File: src/include/sssr_pkg.sv
package sssr_pkg;
  // Register byte addresses on the Wishbone bus
  localparam logic [7:0] ADR_CTRL     = 8'h80;
  localparam logic [7:0] ADR_BUF      = 8'h84;
  localparam logic [7:0] ADR_IRQ_ST   = 8'h88;
  localparam logic [7:0] ADR_IRQ_MSK  = 8'h8C;
  localparam logic [7:0] ADR_SLV_ADDR = 8'h90;
  localparam logic [7:0] ADR_STATUS   = 8'h94;
  // Control fields
  localparam int CTL_EN  = 0;
  localparam int CTL_MST = 1;
  localparam int CTL_TW  = 2;
  localparam int CTL_RWV = 3;
  localparam int CTL_W   = 3;
  // Interrupt status fields
  localparam int IRQ_BYTE  = 0;
  localparam int IRQ_START = 1;
  localparam int IRQ_STOP  = 2;
  localparam int IRQ_W     = 3;
  // Reset values
  localparam logic [7:0] STATUS_RST = 8'h00;
  localparam logic [2:0] CTL_RST    = 3'h0;
  // Master bit timing: one quarter of a bit, rounded up to clocks
  localparam int CLK_NS      = 40;
  localparam int MST_QTR_NS  = 80;
  localparam int MST_QTR_CYC = (MST_QTR_NS + CLK_NS - 1) / CLK_NS;
  localparam logic [3:0] QTR_LAST = 4'(MST_QTR_CYC - 1);
  localparam logic [2:0] LAST_BIT = 3'h7;

  // Status register layout, bit 7 down to bit 0
  typedef struct packed {
    logic input_sample_phase;
    logic clk_edge_sel;
    logic data_addr;
    logic stop_seen;
    logic start_seen;
    logic rd_wr;
    logic update_addr_flag;
    logic buffer_full;
  } sssr_status_s;

  // Event pulses from the two-wire sequencer
  typedef struct packed {
    logic addr_match;
    logic rw_bit;
    logic data_byte;
    logic addr_byte;
    logic ack;
    logic rx_byte;
    logic tx_done;
    logic addr_update;
  } sssr_tw_ev_s;

  typedef enum logic {M_IDLE, M_RUN} sssr_mst_e;
endpackage

File: src/logic/sssr_port.sv
// Implementation choice: the Wishbone register port.
`timescale 1ns/1ps
`default_nettype none
// How it works
// - Master samples mid or end per phase
// - Two-wire data/address flag tracks last byte
// - Stop flag set on stop, cleared
// - Start flag set on start, cleared
// - Read/write bit captured on address match
// - Read/write valid until start/stop/ack
// - Update-address flag requests address reload
// - Buffer full set on received byte
// - Two-wire transmit holds buffer full
// - Completed SPI byte or two-wire received byte raises port interrupt flag
module sssr_port (
  // Clock and reset
  input  wire logic                  clk_i,
  input  wire logic                  rst_i,
  // Wishbone slave
  input  wire logic [7:0]            wb_adr_i,
  input  wire logic [31:0]           wb_dat_i,
  input  wire logic [3:0]            wb_sel_i,
  input  wire logic                  wb_we_i,
  input  wire logic                  wb_cyc_i,
  input  wire logic                  wb_stb_i,
  output logic [31:0]                wb_dat_o,
  output logic                       wb_ack_o,
  // SPI pins
  input  wire logic                  sck_i,
  input  wire logic                  sdi_i,
  input  wire logic                  ss_n_i,
  output logic                       sck_o,
  output logic                       sck_oe_o,
  output logic                       sdo_o,
  output logic                       sdo_oe_o,
  // Two-wire pins, watched for start and stop
  input  wire logic                  scl_i,
  input  wire logic                  sda_i,
  // Two-wire sequencer events
  input  wire sssr_pkg::sssr_tw_ev_s tw_ev_i,
  input  wire logic [7:0]            tw_rx_data_i,
  // Interrupt
  output logic                       irq_o
);

  logic [4:0]           meta_q;
  logic [4:0]           sync_q;
  logic [4:0]           pins;
  logic                 sck_p_q;
  logic                 scl_p_q;
  logic                 sda_p_q;
  logic [2:0]           ctrl_q;
  logic                 rw_valid_q;
  logic [7:0]           slv_addr_q;
  logic [7:0]           rx_buf_q;
  logic [7:0]           shreg_q;
  logic [2:0]           bitcnt_q;
  logic [1:0]           phase_q;
  logic [3:0]           qcnt_q;
  logic                 rx_bit_q;
  logic                 byte_done_q;
  logic [2:0]           irq_st_q;
  logic [2:0]           irq_msk_q;
  sssr_pkg::sssr_mst_e  mst_q;
  sssr_pkg::sssr_status_s st_q;

  // Pin order in the synchroniser
  assign pins = {sck_i, sdi_i, ss_n_i, scl_i, sda_i};

  // Two flops per pin; only sync_q is looked at
  genvar g;
  generate
    for (g = 0; g < 5; g++) begin : g_sync
      always_ff @(posedge clk_i) begin
        if (rst_i) begin
          meta_q[g] <= 1'b0;
          sync_q[g] <= 1'b0;
        end else begin
          meta_q[g] <= pins[g];
          sync_q[g] <= meta_q[g];
        end
      end
    end
  endgenerate

  logic sck_s;
  logic sdi_s;
  logic ss_n_s;
  logic scl_s;
  logic sda_s;
  assign {sck_s, sdi_s, ss_n_s, scl_s, sda_s} = sync_q;

  // Previous samples for edge finding
  always_ff @(posedge clk_i) begin
    if (rst_i) begin
      sck_p_q <= 1'b0;
      scl_p_q <= 1'b0;
      sda_p_q <= 1'b0;
    end else begin
      sck_p_q <= sck_s;
      scl_p_q <= scl_s;
      sda_p_q <= sda_s;
    end
  end

  logic en;
  logic mst;
  logic tw_on;
  logic sck_rise;
  logic sck_fall;
  logic samp_edge;
  logic out_edge;
  logic tw_start;
  logic tw_stop;
  assign en        = ctrl_q[sssr_pkg::CTL_EN];
  assign mst       = ctrl_q[sssr_pkg::CTL_MST];
  assign tw_on     = en & ctrl_q[sssr_pkg::CTL_TW];
  assign sck_rise  = sck_s & ~sck_p_q;
  assign sck_fall  = ~sck_s & sck_p_q;
  // Edge select swaps which slave edge samples
  assign samp_edge = st_q.clk_edge_sel ? sck_fall : sck_rise;
  assign out_edge  = st_q.clk_edge_sel ? sck_rise : sck_fall;
  // Data moving while the clock line is high frames a message
  assign tw_start  = tw_on & scl_s & scl_p_q & sda_p_q & ~sda_s;
  assign tw_stop   = tw_on & scl_s & scl_p_q & ~sda_p_q & sda_s;

  // Bus decode; one request per ack, ack drops next cycle
  logic req;
  logic wr;
  logic rd;
  assign req = wb_cyc_i & wb_stb_i & ~wb_ack_o;
  assign wr  = req & wb_we_i & wb_sel_i[0];
  assign rd  = req & ~wb_we_i;

  logic wr_ctrl;
  logic wr_buf;
  logic wr_st;
  logic wr_slv;
  logic rd_buf;
  assign wr_ctrl = wr & (wb_adr_i == sssr_pkg::ADR_CTRL);
  assign wr_buf  = wr & (wb_adr_i == sssr_pkg::ADR_BUF);
  assign wr_st   = wr & (wb_adr_i == sssr_pkg::ADR_STATUS);
  assign wr_slv  = wr & (wb_adr_i == sssr_pkg::ADR_SLV_ADDR);
  assign rd_buf  = rd & (wb_adr_i == sssr_pkg::ADR_BUF);

  // Ack one cycle after the strobe, unmapped included
  always_ff @(posedge clk_i) begin
    if (rst_i) begin
      wb_ack_o <= 1'b0;
    end else begin
      wb_ack_o <= req;
    end
  end

  // Read data, registered so it is stable with ack
  always_ff @(posedge clk_i) begin
    if (rst_i) begin
      wb_dat_o <= 32'h0000_0000;
    end else if (rd) begin
      case (wb_adr_i)
        sssr_pkg::ADR_CTRL:     wb_dat_o <= {28'h000_0000,
                                             rw_valid_q, ctrl_q};
        sssr_pkg::ADR_BUF:      wb_dat_o <= {24'h00_0000, rx_buf_q};
        sssr_pkg::ADR_IRQ_ST:   wb_dat_o <= {29'h0000_0000, irq_st_q};
        sssr_pkg::ADR_IRQ_MSK:  wb_dat_o <= {29'h0000_0000, irq_msk_q};
        sssr_pkg::ADR_SLV_ADDR: wb_dat_o <= {24'h00_0000, slv_addr_q};
        sssr_pkg::ADR_STATUS:   wb_dat_o <= {24'h00_0000, st_q};
        default:                wb_dat_o <= 32'h0000_0000;
      endcase
    end
  end

  // Control and slave address registers
  always_ff @(posedge clk_i) begin
    if (rst_i) begin
      ctrl_q     <= sssr_pkg::CTL_RST;
      slv_addr_q <= 8'h00;
    end else begin
      if (wr_ctrl) begin
        ctrl_q <= wb_dat_i[2:0];
      end
      if (wr_slv) begin
        slv_addr_q <= wb_dat_i[7:0];
      end
    end
  end

  // Shift engine, shared by master and slave; a buffer write
  // during a byte restarts it, software must wait for the flag
  always_ff @(posedge clk_i) begin
    if (rst_i) begin
      shreg_q     <= 8'h00;
      bitcnt_q    <= 3'h0;
      phase_q     <= 2'h0;
      qcnt_q      <= 4'h0;
      rx_bit_q    <= 1'b0;
      sck_o       <= 1'b0;
      sdo_o       <= 1'b0;
      byte_done_q <= 1'b0;
      mst_q       <= sssr_pkg::M_IDLE;
    end else begin
      byte_done_q <= 1'b0;
      if (!en || tw_on) begin
        mst_q    <= sssr_pkg::M_IDLE;
        bitcnt_q <= 3'h0;
        sck_o    <= 1'b0;
      end else if (wr_buf) begin
        shreg_q  <= wb_dat_i[7:0];
        sdo_o    <= wb_dat_i[7];
        bitcnt_q <= 3'h0;
        phase_q  <= 2'h0;
        qcnt_q   <= 4'h0;
        if (mst) begin
          mst_q <= sssr_pkg::M_RUN;
        end
      end else if (mst) begin
        case (mst_q)
          sssr_pkg::M_RUN: begin
            if (qcnt_q == sssr_pkg::QTR_LAST) begin
              qcnt_q  <= 4'h0;
              phase_q <= phase_q + 2'h1;
              case (phase_q)
                2'h0: sdo_o <= shreg_q[7];
                2'h1: begin
                  sck_o <= 1'b1;
                  if (!st_q.input_sample_phase) begin
                    rx_bit_q <= sdi_s;
                  end
                end
                2'h3: begin
                  sck_o    <= 1'b0;
                  shreg_q  <= {shreg_q[6:0], st_q.input_sample_phase
                                             ? sdi_s : rx_bit_q};
                  bitcnt_q <= bitcnt_q + 3'h1;
                  if (bitcnt_q == sssr_pkg::LAST_BIT) begin
                    byte_done_q <= 1'b1;
                    mst_q       <= sssr_pkg::M_IDLE;
                  end
                end
                default: ;
              endcase
            end else begin
              qcnt_q <= qcnt_q + 4'h1;
            end
          end
          default: mst_q <= sssr_pkg::M_IDLE;
        endcase
      end else if (!ss_n_s) begin
        // last bit latched ends the byte
        if (samp_edge) begin
          shreg_q  <= {shreg_q[6:0], sdi_s};
          bitcnt_q <= bitcnt_q + 3'h1;
          if (bitcnt_q == sssr_pkg::LAST_BIT) begin
            byte_done_q <= 1'b1;
          end
        end else if (out_edge) begin
          sdo_o <= shreg_q[7];
        end
      end
    end
  end

  // Pin drivers; the slave lets the data line float when deselected
  always_ff @(posedge clk_i) begin
    if (rst_i) begin
      sck_oe_o <= 1'b0;
      sdo_oe_o <= 1'b0;
    end else begin
      sck_oe_o <= en & mst & ~tw_on;
      sdo_oe_o <= en & ~tw_on & (mst | ~ss_n_s);
    end
  end

  // Receive buffer loads from whichever mode finished a byte
  always_ff @(posedge clk_i) begin
    if (rst_i) begin
      rx_buf_q <= 8'h00;
    end else if (byte_done_q) begin
      rx_buf_q <= shreg_q;
    end else if (tw_on && tw_ev_i.rx_byte) begin
      rx_buf_q <= tw_rx_data_i;
    end
  end

  // Writable status fields; slave mode ignores the sample
  // phase, only the master engine reads it
  // sample phase kept by software
  always_ff @(posedge clk_i) begin
    if (rst_i) begin
      st_q.input_sample_phase <= sssr_pkg::STATUS_RST[7];
      st_q.clk_edge_sel       <= sssr_pkg::STATUS_RST[6];
    end else if (wr_st) begin
      st_q.input_sample_phase <= wb_dat_i[7];
      st_q.clk_edge_sel       <= wb_dat_i[6];
    end
  end

  always_ff @(posedge clk_i) begin
    if (rst_i) begin
      st_q.data_addr <= sssr_pkg::STATUS_RST[5];
    end else if (tw_on && tw_ev_i.data_byte) begin
      st_q.data_addr <= 1'b1;
    end else if (tw_on && tw_ev_i.addr_byte) begin
      st_q.data_addr <= 1'b0;
    end
  end

  always_ff @(posedge clk_i) begin
    if (rst_i || !en) begin
      st_q.stop_seen  <= 1'b0;
      st_q.start_seen <= 1'b0;
    end else if (tw_stop) begin
      st_q.stop_seen  <= 1'b1;
      st_q.start_seen <= 1'b0;
    end else if (tw_start) begin
      st_q.start_seen <= 1'b1;
      st_q.stop_seen  <= 1'b0;
    end
  end

  // direction bit and its validity window
  always_ff @(posedge clk_i) begin
    if (rst_i) begin
      st_q.rd_wr <= sssr_pkg::STATUS_RST[2];
      rw_valid_q <= 1'b0;
    end else if (tw_on && tw_ev_i.addr_match) begin
      st_q.rd_wr <= tw_ev_i.rw_bit;
      rw_valid_q <= 1'b1;
    end else if (tw_start || tw_stop || (tw_on && tw_ev_i.ack)) begin
      rw_valid_q <= 1'b0;
    end
  end

  // address reload request, set beats clear
  always_ff @(posedge clk_i) begin
    if (rst_i) begin
      st_q.update_addr_flag <= sssr_pkg::STATUS_RST[1];
    end else if (tw_on && tw_ev_i.addr_update) begin
      st_q.update_addr_flag <= 1'b1;
    end else if (wr_slv) begin
      st_q.update_addr_flag <= 1'b0;
    end
  end

  // buffer full, any set wins over a clear
  always_ff @(posedge clk_i) begin
    if (rst_i) begin
      st_q.buffer_full <= sssr_pkg::STATUS_RST[0];
    end else if (byte_done_q || (tw_on && tw_ev_i.rx_byte)
                 || (wr && tw_on && wb_adr_i == sssr_pkg::ADR_BUF)) begin
      st_q.buffer_full <= 1'b1;
    end else if (rd_buf || (tw_on && tw_ev_i.tx_done)) begin
      st_q.buffer_full <= 1'b0;
    end
  end

  // Interrupt events: byte done, start, stop
  logic [2:0] irq_set;
  assign irq_set = {tw_stop, tw_start,
                    byte_done_q | (tw_on & tw_ev_i.rx_byte)};

  // sticky flags, write one to clear, set wins
  always_ff @(posedge clk_i) begin
    if (rst_i) begin
      irq_st_q  <= 3'h0;
      irq_msk_q <= 3'h0;
      irq_o     <= 1'b0;
    end else begin
      irq_st_q <= irq_set | (irq_st_q & ~((wr && wb_adr_i ==
                  sssr_pkg::ADR_IRQ_ST) ? wb_dat_i[2:0] : 3'h0));
      if (wr && wb_adr_i == sssr_pkg::ADR_IRQ_MSK) begin
        irq_msk_q <= wb_dat_i[2:0];
      end
      irq_o <= |(irq_st_q & irq_msk_q); // One cycle behind the flags
    end
  end

  // Checks
  a_mid_sample: assert property (@(posedge clk_i)
    disable iff (rst_i) $rose(sck_o) && !st_q.input_sample_phase
    |-> rx_bit_q == $past(sdi_s)) else $error("middle sample missed");
  a_data_kind: assert property (@(posedge clk_i)
    disable iff (rst_i) tw_on && tw_ev_i.data_byte |=> st_q.data_addr)
    else $error("data flag not set");
  a_stop_flag: assert property (@(posedge clk_i)
    disable iff (rst_i) en && tw_stop |=> st_q.stop_seen && !st_q.start_seen)
    else $error("stop flag wrong");
  a_start_flag: assert property (@(posedge clk_i)
    disable iff (rst_i) en && tw_start && !tw_stop
    |=> st_q.start_seen && !st_q.stop_seen) else $error("start flag wrong");
  a_rw_capture: assert property (@(posedge clk_i)
    disable iff (rst_i) tw_on && tw_ev_i.addr_match |=>
    st_q.rd_wr == $past(tw_ev_i.rw_bit)) else $error("direction lost");
  a_rw_window: assert property (@(posedge clk_i)
    disable iff (rst_i) (tw_start || tw_stop) && !tw_ev_i.addr_match
    |=> !rw_valid_q) else $error("direction still valid");
  a_ua_set: assert property (@(posedge clk_i)
    disable iff (rst_i) tw_on && tw_ev_i.addr_update |=>
    st_q.update_addr_flag) else $error("update flag not set");
  a_bf_rx: assert property (@(posedge clk_i)
    disable iff (rst_i) byte_done_q |=> st_q.buffer_full
    && rx_buf_q == $past(shreg_q)) else $error("byte not held");
  a_bf_tx: assert property (@(posedge clk_i)
    disable iff (rst_i) tw_on && tw_ev_i.tx_done && !tw_ev_i.rx_byte
    && !wr && !byte_done_q |=> !st_q.buffer_full)
    else $error("transmit full stuck");
  a_byte_irq: assert property (@(posedge clk_i)
    disable iff (rst_i) byte_done_q |=> irq_st_q[sssr_pkg::IRQ_BYTE]
    ##1 (irq_o || !$past(irq_msk_q[sssr_pkg::IRQ_BYTE])))
    else $error("byte irq missing");
  a_rd_clear: assert property (@(posedge clk_i)
    disable iff (rst_i) rd_buf && !byte_done_q
    && !(tw_on && tw_ev_i.rx_byte) |=> !st_q.buffer_full)
    else $error("read did not clear");

endmodule // sssr_port
`default_nettype wire

File: config.mk
export PLATFORM = sky130hd
export DESIGN_NAME = sssr_port
export DESIGN_NICKNAME = d
export VERILOG_FILES = /design/src/include/sssr_pkg.sv /design/src/logic/sssr_port.sv
export SDC_FILE = /design/constraint.sdc
export NUM_CORES = 1
export LEC_CHECK = 0
export BUFFER_PORTS_ARGS = -buffer_cell sky130_fd_sc_hd__buf_2
export CELL_PAD_IN_SITES_DETAIL_PLACEMENT = 2
export CELL_PAD_IN_SITES_GLOBAL_PLACEMENT = 2
export CORE_UTILIZATION = 33
export DETAILED_ROUTE_END_ITERATION = 7
export PLACE_DENSITY = 0.95
export SLEW_MARGIN = 25
export SYNTH_ARGS = -nofsm -noshare
export SYNTH_HDL_FRONTEND = slang
export SYNTH_SLANG_ARGS = --single-unit
File: constraint.sdc
create_clock -name clk_i -period 2.81 [get_ports clk_i]
set_input_delay 0.4215 -clock clk_i [delete_from_list [all_inputs] [get_ports clk_i]]
set_output_delay 0.4215 -clock clk_i [all_outputs]
set_load 0.005 [all_outputs]
==> summary.md, run 1 <==
The floorplan step defined a die boundary enclosing 12200 µm². Yosys printed 0 warnings. The area growth from synthesis to layout is 16.6%.

From left edge to right edge, the die measures 111 µm. For this block, the initial DRC count from the detailed router was 156. The detail-routed via count per cell works out to 5.34.

Entering global routing, the biggest net connects 28 pins. Among all stages on the critical path, the largest delay is contributed by sky130_fd_sc_hd__nor4_1. The count of inserted antenna diode cells is 0, and the maximum buffer depth of the clock tree is 2.

Critical path arrival: 2.52 ns. Global placement routability congestion: 0.831. For this run, the detailed router's first-pass iteration total came to 4.

For the worst-skew pair, the clock arrives at the later sink with an insertion delay of 0.35 ns. After synthesis, the most frequently instantiated cells are 81 x sky130_fd_sc_hd__dfxtp_1, 50 x sky130_fd_sc_hd__nor2_1, 41 x sky130_fd_sc_hd__nand2_1. The logs give 0 for the final count of pins violating max slew and 3890 µm² for the post-synthesis instance area. The worst hold slack is 0.288 ns. The post-detailed-route DRC marker count is 0, and the top cell type's share of synthesized area is 41.7%. The largest total area in the synthesized netlist belongs to sky130_fd_sc_hd__dfxtp_1. After detailed placement, the design holds a cell count of 612. TritonCTS built the clock tree. In this run the remaining antenna-violating nets after routing total 0.

The tools report the fmax as 436 MHz. The number of ports placed on the die boundary was 108; the largest stage delay on the critical path was 0.65 ns. The dominant cell by count in the synthesized netlist was sky130_fd_sc_hd__dfxtp_1.

The HPWL after detailed placement is 8.49 mm. The power density over the cells is 579 nW/µm². The number of antenna violations at the first check in global routing is 0. Summed over all cells, the static leakage comes to 1.80 nW. The tools report the worst supply voltage drop on vdd as 0.000319 V. Port buffering added 56 buffers. For the sum of routed wire length over all layers, the log shows 12.6 mm.

Yosys attributes the largest share of cell area to sky130_fd_sc_hd__dfxtp_1 42%, sky130_fd_sc_hd__mux2i_1 7.5%, sky130_fd_sc_hd__nor2_1 4.8%. Total power for the finished layout comes to 0.00263 W. The post-route netlist has 19.7% of its cells at a drive strength greater than 1.

The placed instances occupy a cell area of 4200 µm². Buffers inserted to repair hold after CTS numbered 0. The slew of the pin with the lowest slew margin works out to 0.679 ns.

The finished cells cover 4530 µm². The top fanout value on the critical path works out to 8. Global routing used 21.8% of the available tracks.

Traced cell by cell, the critical path runs through nand3b_1, nor4_1, nor3b_2, mux2i_1, nor2_1. Total setup buffers inserted after CTS: 0. In the synthesized netlist the dominant register cell turns out to be sky130_fd_sc_hd__dfxtp_1.

The maximum clock skew at final layout was 0.00787 ns; the placeable core region was 11500 µm². The run gives 41.7% as the share of synthesized area occupied by flip-flops and latches. The flop and latch count out of synthesis is 81, and the number of CTS-inserted buffers is 9.

The class of the most critical setup path was reg2reg. The startpoint identified for the worst register-to-register timing path is wb_ack_o. The run gives 1257 as the count of fill cells added during filler insertion. The routed wirelength normalized by instance count came out at 20.2 µm.

For the number of max-capacitance violations reported, the log shows 0. The worst setup path is launched from a register. A synthesized cell averages 9.04 µm².

Synthesis handed over a netlist of 430 instances. Tracing the worst setup path back leads to its startpoint at wb_ack_o. Subtracting the final worst setup slack from the clock period gives 2.29 ns. For this configuration, the core starts out at a cell density of 33.9%. Excluding fillers, the count of instances in the completed layout stands at 626.

In the synthesized netlist the async set-or-reset flop fraction comes to 0%. The required time of the critical path was 3.04 ns. Setup repair after global routing left no endpoint under its margin.

The worst hold path begins at sdi_i. The flow ran to the end, and the final reports show no timing, DRC or antenna violations. The remaining global-route overflow was 0; the hold violation count in the final report was 0.

The cell chosen for the clock root was sky130_fd_sc_hd__clkbuf_16. CTS saw 81 sinks. The number of flops mapped to enable cells by yosys was 0. The run gives 3721 as the number of global-route vias before repair.

The H-tree depth reported by CTS is 3, and the detailed-route via count is 3343. The classification of the worst-slack hold path is in2reg. The logs give 0 ns for the post-route setup TNS and 0 for the total of endpoints with negative setup slack in the final report. The height of the chip was 111 µm; the remaining max-slew budget at the tightest pin was 54.3%. Synthesis instantiated 52 different standard cells from the library. The post-cts sizing count came out at 0. STA classifies the critical path endpoint as a register. For the number of nets at the end of the flow, the log shows 557. After floorplanning, the core was divided into 39 placement rows. The wire length of the first global-routing pass was 20.7 mm; the clock transition at the registers of the reported paths was 0.06 ns. The period utilization works out to 81.6%.
==> critical path: cells and delay by family (launching register included) <==
kind | cells | cell delay [ns]
flops | 1 | 0.30
mux | 1 | 0.30
simple gates | 4 | 1.57
==> placed cells by master, fill, tap and decap left out, drive strengths merged, types with 12 or more instances in the layout <==
master  netlist  final
nor2b        24     24
nor2         50     50
a22oi        12     12
nand2        41     41
buf          33     63
dfxtp        81     81
mux2i        29     29
a21oi        16     16
o21ai        16     16
conb          1     24
==> cell type report <==
class / count / area [µm²] / share of cell area (%)
flip-flops and latches: 81 / 1620 / 35.8
clock buffers: 9 / 225 / 4.97
inverters: 6 / 22.5 / 0.497
repair buffers: 63 / 333 / 7.34
clock inverters: 5 / 106 / 2.35
well taps: 143 / 179 / 3.95
multi-input cells: 319 / 2050 / 45.1
==> per-stage QoR <==
stage	util, %	worst slack (ns)
finish	39.5	0.516
detailed placement	36.7	0.298
global placement	36.7	0.498
CTS	39.5	0.512
global route	39.5	0.428
floorplan	-	0.935
==> cell families after synthesis <==
logic type,after synthesis,synth area share [%]
fa+ha+maj,7,2.25
other cells,1,0.0964
flops,81,41.7
mux,39,11.2
xor+xnor,3,0.676
simple gates,177,23.6
buf+inv,53,7.88
compound gates,69,12.6
==> worst paths after layout <==
check	end	slack (ns)	cells past startpoint
setup / recovery	ctrl_q[1]	0.52	5
hold / removal	meta_q[3]	0.29	2
setup reg to reg	ctrl_q[1]	0.52	5
hold reg to reg	sdi_s	0.44	1
==> power breakdown <==
part / switching [W] / internal [W]
logic: 0.0000774 / 0.0000434
registers: 0.00000501 / 0.00116
clock network: 0.000484 / 0.000860
total: 0.000566 / 0.00206
==> registers in the layout, summed over array words and instances (netlist names), 2 cells and up <==
register,cells
slv_addr_q,8
shreg_q,8
meta_q,5
bitcnt_q,3
qcnt_q,4
irq_st_q,3
ctrl_q,3
rx_buf_q,8
phase_q,2
st_q,8
irq_msk_q,3
wb_dat_o,8
==> metal layers <==
layer | vias up | track usage, % | share of wire, %
met5 | - | 0 | 0
met4 | 0 | 9.33 | 2.6
met3 | 26 | 4.06 | 3.3
met2 | 78 | 40.4 | 53
met1 | 1679 | 24.0 | 41
li1 | 1560 | - | -
Note: power is estimated with default switching activity, not from simulation.
==> run 2, diff against run 1 <==
--- a/config.mk
+++ b/config.mk
@@ -8,9 +8,9 @@
 export BUFFER_PORTS_ARGS = -buffer_cell sky130_fd_sc_hd__buf_2
 export CELL_PAD_IN_SITES_DETAIL_PLACEMENT = 2
 export CELL_PAD_IN_SITES_GLOBAL_PLACEMENT = 2
-export CORE_UTILIZATION = 33
+export CORE_UTILIZATION = 28
 export DETAILED_ROUTE_END_ITERATION = 7
-export PLACE_DENSITY = 0.95
+export PLACE_DENSITY = 0.88
 export SLEW_MARGIN = 25
 export SYNTH_ARGS = -nofsm -noshare
 export SYNTH_HDL_FRONTEND = slang
==> constraint.sdc (replaced) <==
create_clock -name clk_i -period 2 [get_ports clk_i]
set_input_delay 0.3 -clock clk_i [delete_from_list [all_inputs] [get_ports clk_i]]
set_output_delay 0.3 -clock clk_i [all_outputs]
set_load 0.005 [all_outputs]
==> run 2 against run 1 <==
  * Setup slack got worse by 0.42 ns
  * Total power increased by 39%
  * Largest power group unchanged
  * First-iteration DRC count decreased by 14%
==> summary.md, run 2 (synthesis results as in run 1) <==
The run finished with clean final reports. The count of inserted antenna diode cells was 0. On the worst path, the slowest cell contributes a delay of 0.48 ns. Counting the buffers created by CTS gives 9.

During I/O placement, the number of pins put on the boundary was 108. The count of buffers added on input and output ports is 56. In the final routed layout, each cell accounts on average for 19.6 µm. The total of endpoints with negative setup slack in the final report was 0.

Summed over all nets, wire length on met2 after detailed routing comes to 7.09 mm. Across the run, the number of max-cap violations was 0. The H-tree generated during clock tree synthesis spans 3 levels. The global placement routability congestion was 0.807; the initial standard-cell utilization of the core was 29.0%.

The fmax was 526 MHz; the final count of pins violating max slew was 0. The critical path's slowest cell is sky130_fd_sc_hd__dfxtp_1. The tools report the first-pass iteration count of the detailed router as 4. In this run the power density over the cells is 765 nW/µm². The highest metal layer carrying signal wires in the routed design is met4. The hold violation count in the final report was 0. The classification of the worst-slack hold path was in2reg. The initialized floorplan defines 42 standard-cell rows. The analysis attributes to cell leakage a power of 1.91 nW. The sum of routed wire length over all layers is 13.3 mm. Hold repair after CTS inserted 0 buffers.

Adding up every negative setup slack in the final design gives 0 ns. The clock drives 81 sinks. The required time of the critical path was 2.26 ns; the die outline area was 14400 µm².

After detailed routing, the number of remaining DRC violations is 0. The tightest hold path in the finished design has a slack of 0.165 ns. In the detailed route, the total length drawn on met3 is 518 µm.

STA classifies the critical path startpoint as a register. The first global-routing pass estimated 21.1 mm of wire. In the final design database the tool counted 576 nets.

The final critical path takes up 95.0% of the cycle. The post-route antenna net violation count was 0; the top fanout value on the critical path was 7. The worst setup path is of the reg2reg kind.

Entering global routing, the biggest net connects 41 pins. Across all setup checks in the final design, the least slack found is 0.0993 ns. Walking the worst path, the cells encountered are and2_1, nand3_1, nor3b_1, nor2_1, a311oi_1. The number of global-route vias before repair is 3846. The detail-routed via count per cell is 5.08. Setup repair after global routing left no endpoint under its margin. In this run, the number of DRC markers left after iteration 0 of detailed routing was 134. Leaving out fill and tap cells, the most frequent cells in the layout are 81 x sky130_fd_sc_hd__dfxtp_1, 56 x sky130_fd_sc_hd__buf_2, 50 x sky130_fd_sc_hd__nor2_1. After global routing the overflow that remains totals 0. The number of antenna violations at the first check in global routing was 0. The HPWL after detailed placement is 9.51 mm.

The most common library cell in the layout ignoring fill and taps was sky130_fd_sc_hd__dfxtp_1. The placeable core region was 13400 µm²; the maximum clock skew at final layout was 0.0118 ns. The post-route netlist has 23.2% of its cells at a drive strength greater than 1. Clock tree synthesis selected as its root buffer the cell sky130_fd_sc_hd__clkbuf_16.

For the worst setup path, the data arrival time is 2.16 ns. In the global route stage, overall resource usage came out at 19.6%. The worst setup path is captured at a register. The total setup buffers inserted after CTS is 0. The detailed-route via count is 3453.

TritonCTS built the clock tree. From left edge to right edge, the die measures 120 µm. The clock reaches the later pin of the worst-skew pair after 0.35 ns. At the placement stage, the worst setup path has a slack of -0.0452 ns. The detailed router put a total of 5.15 mm of wire on met1. The shortest clock period the worst path allows after layout works out to 1.90 ns.

The clock transition at the registers of the reported paths is 0.07 ns, and the height of the chip is 120 µm. Compared with the post-synthesis result, the final layout area differs by 22.6%. The tools report the worst supply voltage drop on vdd as 0.000453 V.

The maximum buffer depth of the clock tree was 2; the fraction of the core area covered by cells at the end of the flow was 35.6%.
## run 2: changes by cell type in the layout (fill, tap and decap cells not counted), moves of 2 or more
| cell | previous run | this run |
|---|---|---|
| sky130_fd_sc_hd__buf_12 | 0 | 3 |
| sky130_fd_sc_hd__clkbuf_1 | 0 | 3 |
| sky130_fd_sc_hd__clkbuf_8 | 0 | 2 |
| sky130_fd_sc_hd__buf_4 | 7 | 23 |
## run 2: worst paths after layout
| path | start | slack (ns) | endpoint | cells past startpoint |
|---|---|---|---|---|
| worst max-delay path | ctrl_q[0] | 0.1 | irq_st_q[1] | 5 |
| worst min-delay path | ss_n_i | 0.16 | meta_q[2] | 2 |
| worst max register to register | ctrl_q[0] | 0.1 | irq_st_q[1] | 5 |
| worst min register to register | meta_q[1] | 0.45 | scl_s | 1 |
## run 2: power by group
part           switching [W]  internal [W]  total, W
sequential        0.00000632       0.00163   0.00163
combinational       0.000112     0.0000729  0.000185
clock               0.000670       0.00116   0.00183
total               0.000788       0.00286   0.00365
## run 2: final cells by class
cell class,count,area (µm²)
Clock inverter,2,60.1
Timing Repair Buffer,82,513
Sequential cell,81,1620
Multi-Input combinational cell,319,2070
Fill cell,1495,8630
Inverter,6,22.5
Clock buffer,14,264
Tap cell,176,220
## run 2: routing by layer
layer | GRT usage [%] | vias to the layer above
met1 | 20.0 | 1728
met2 | 36.3 | 85
li1 | - | 1601
met5 | 0 | -
met3 | 4.56 | 39
met4 | 11.0 | 0
## run 2: worst max-delay path: cells and delay by family (launching register included)
family | cells | cell delay [ns]
AO/OA/AOI/OAI | 1 | 0.26
flip-flops | 1 | 0.48
AND/OR/NAND/NOR | 4 | 1.05
## run 2: repair_timing
item,4_1_cts,5_1_grt
pin swaps,0,1
setup endpoints to repair,11,8
gates cloned,0,0
resized for setup,2,2
## run 2: through the flow
stage / cells / power [W] / cell area [µm²]
floorplan: 453 / 0.00178 / 3980
global placement: 664 / 0.00184 / 4420
detailed placement: 664 / 0.00185 / 4420
CTS: 680 / 0.00370 / 4760
global route: 680 / 0.00377 / 4770
finish: 680 / 0.00365 / 4770
==> run 3, diff against run 2 <==
==> constraint.sdc (replaced) <==
create_clock -name clk_i -period 2 [get_ports clk_i]
set_input_delay 0.1 -clock clk_i [delete_from_list [all_inputs] [get_ports clk_i]]
set_output_delay 0.1 -clock clk_i [all_outputs]
set_load 0.005 [all_outputs]
==> run 3 against run 2 <==
  * Count of clock-buffer cells in the layout decreased by 1
  * Die area is the same
  * Combinational power about the same
  * Non-clock buffer count fell by 1
  * Sequential power barely moved
  * Critical path type unchanged
  * Critical endpoint is now shreg_q[1]
==> summary.md, run 3 (synthesis results as in run 1) <==
For the finished layout, the period the worst path requires is 1.90 ns. For the post-detailed-route DRC marker count, the log shows 0. The detail-routed via count per cell works out to 5.07. The sum of routed wire length over all layers was 13.1 mm; the wire length of the first global-routing pass was 20.7 mm.

For the worst-skew pair, the clock arrives at the later sink with an insertion delay of 0.34 ns. The flow ran to the end, and the final reports show no timing, DRC or antenna violations. IR analysis of the VDD net gives a maximum drop of 0.000334 V. The run gives 81 as the number of clock sinks. The worst setup path is launched from a register. The detailed-route via count is 3440, and the die outline area is 14400 µm².

The initial standard-cell utilization of the core is 29.0%, and the top fanout value on the critical path is 5. The total of endpoints with negative setup slack in the final report was 0. The count of inserted antenna diode cells was 0; the count of fill cells added during filler insertion was 1479. For the worst setup path, the data required time is 2.24 ns. The run gives 19.1% as the combined global-route utilization of all metal layers. The post-detailed-placement half-perimeter wirelength was 9.48 mm; the maximum buffer depth of the clock tree was 2.

The number of CTS-inserted buffers is 9, and the slew of the pin with the lowest slew margin is 0.593 ns. In the final routed layout, each cell accounts on average for 19.4 µm. The violation count after the first detailed-route iteration came out at 158. Leaving out fill and tap cells, the most frequent cells in the layout are 80 x sky130_fd_sc_hd__dfxtp_1, 56 x sky130_fd_sc_hd__buf_2, 50 x sky130_fd_sc_hd__nor2_1. Final count of pins violating max slew: 0. The critical path in this run is classified as reg2reg.

108 I/O pins were placed. Summing all placed instances gives a cell area of 4320 µm². TritonCTS built the clock tree. On the final layout, the worst hold slack is 0.0150 ns. The worst hold path belongs to the class in2reg. The sequential cells in the finished layout cover a total of 1620 µm². The overall die width came out at 120 µm. Post-route antenna net violation count: 0. In this run the power density over the cells is 740 nW/µm².

The number of global-route vias before repair is 3837, and the number of core rows is 42. The critical path arrival came out at 2.14 ns. For the global placement routability congestion, the log shows 0.819.

The number of nets at the end of the flow was 575; the clock transition at the registers of the reported paths was 0.06 ns. Global routing finished with a remaining overflow of 0. The static leakage power is 1.88 nW, and the final instance area is 4730 µm². The floorplan step defined a core boundary enclosing 13400 µm². The cell chosen for the clock root was sky130_fd_sc_hd__clkbuf_16. Post-route setup TNS: 0 ns. The remaining max-slew budget at the tightest pin is 60.5%, and the period utilization is 95.1%.

Static timing analysis puts the maximum clock frequency at 526 MHz. The maximum clock skew at final layout is 0.0101 ns, and the hold violation count in the final report is 0. The run gives 0 as the number of antenna violations at the first check in global routing. The height of the chip came out at 120 µm. In this run the tool buffered the top-level ports with 56 buffer cells. Across the run, the number of max-cap violations was 0. The area of the multi-input gates was 2070 µm²; the largest net degree at the start of global routing was 28. The clock tree synthesis step divided the H-tree into 3 levels.

The worst setup path is captured at a register. The layout overhead on the synthesized area was 21.6%. The library cell used most frequently in the layout, excluding fill and tap cells, is sky130_fd_sc_hd__dfxtp_1. The first-pass iteration count of the detailed router is 4. Proportion of layout cells with a drive suffix above 1: 22.3%. Setup repair after global routing left no endpoint under its margin.
## run 3: worst paths after layout
kind                    from          to  slack (ns)  cells past startpoint
hold / removal    tw_ev_i[5]     st_q[5]        0.01                      3
setup reg to reg       sck_s  shreg_q[1]         0.1                      6
setup / recovery       sck_s  shreg_q[1]         0.1                      6
hold reg to reg    meta_q[2]      ss_n_s        0.45                      1
## run 3: worst max-delay path: stages, from the launching register on
cell	delay (ns)
sky130_fd_sc_hd__dfxtp_2	0.36
sky130_fd_sc_hd__or3b_1	0.39
sky130_fd_sc_hd__a2111o_1	0.45
sky130_fd_sc_hd__o211ai_4	0.14
sky130_fd_sc_hd__buf_4	0.18
sky130_fd_sc_hd__nor2_1	0.04
sky130_fd_sc_hd__a311oi_1	0.24
## run 3: power breakdown
group	switching (W)	internal [W]
logic	0.000113	0.0000713
clock network	0.000654	0.00103
registers	0.00000712	0.00163
## run 3: routing by layer
layer / wire length (µm) / GRT usage, % / up-vias
met5: 0 / 0 / -
met4: 271 / 6.33 / 0
met3: 508 / 4.94 / 21
met2: 7250 / 37.0 / 85
met1: 5110 / 19.6 / 1738
li1: - / - / 1596
## run 3: cell type report
type | instances | share of cell area [%]
Tap cell | 176 | 4.66
Sequential cell | 81 | 34.3
Clock buffer | 13 | 5.50
Clock inverter | 2 | 0.794
Inverter | 6 | 0.476
Multi-Input combinational cell | 319 | 43.8
Timing Repair Buffer | 81 | 10.5
## run 3: per-stage QoR
step,setup slack (ns),std cells,util (%),power [W]
global route,0.0156,678,35.3,0.00361
floorplan,0.192,453,-,0.00178
global placement,0.0920,655,32.2,0.00183
CTS,0.0294,678,35.2,0.00353
detailed placement,-0.119,655,32.2,0.00184
finish,0.0984,678,35.3,0.00350
## run 3: repair_timing
| action | CTS | global route |
|---|---|---|
| hold endpoints to repair | 5 | 0 |
| endpoints found under the setup margin | 10 | 13 |
| gates resized for setup | 3 | 4 |
| gates cloned | 0 | 0 |
| hold buffers | 5 | 0 |
| pin swaps | 1 | 4 |
| setup buffers | 3 | 0 |
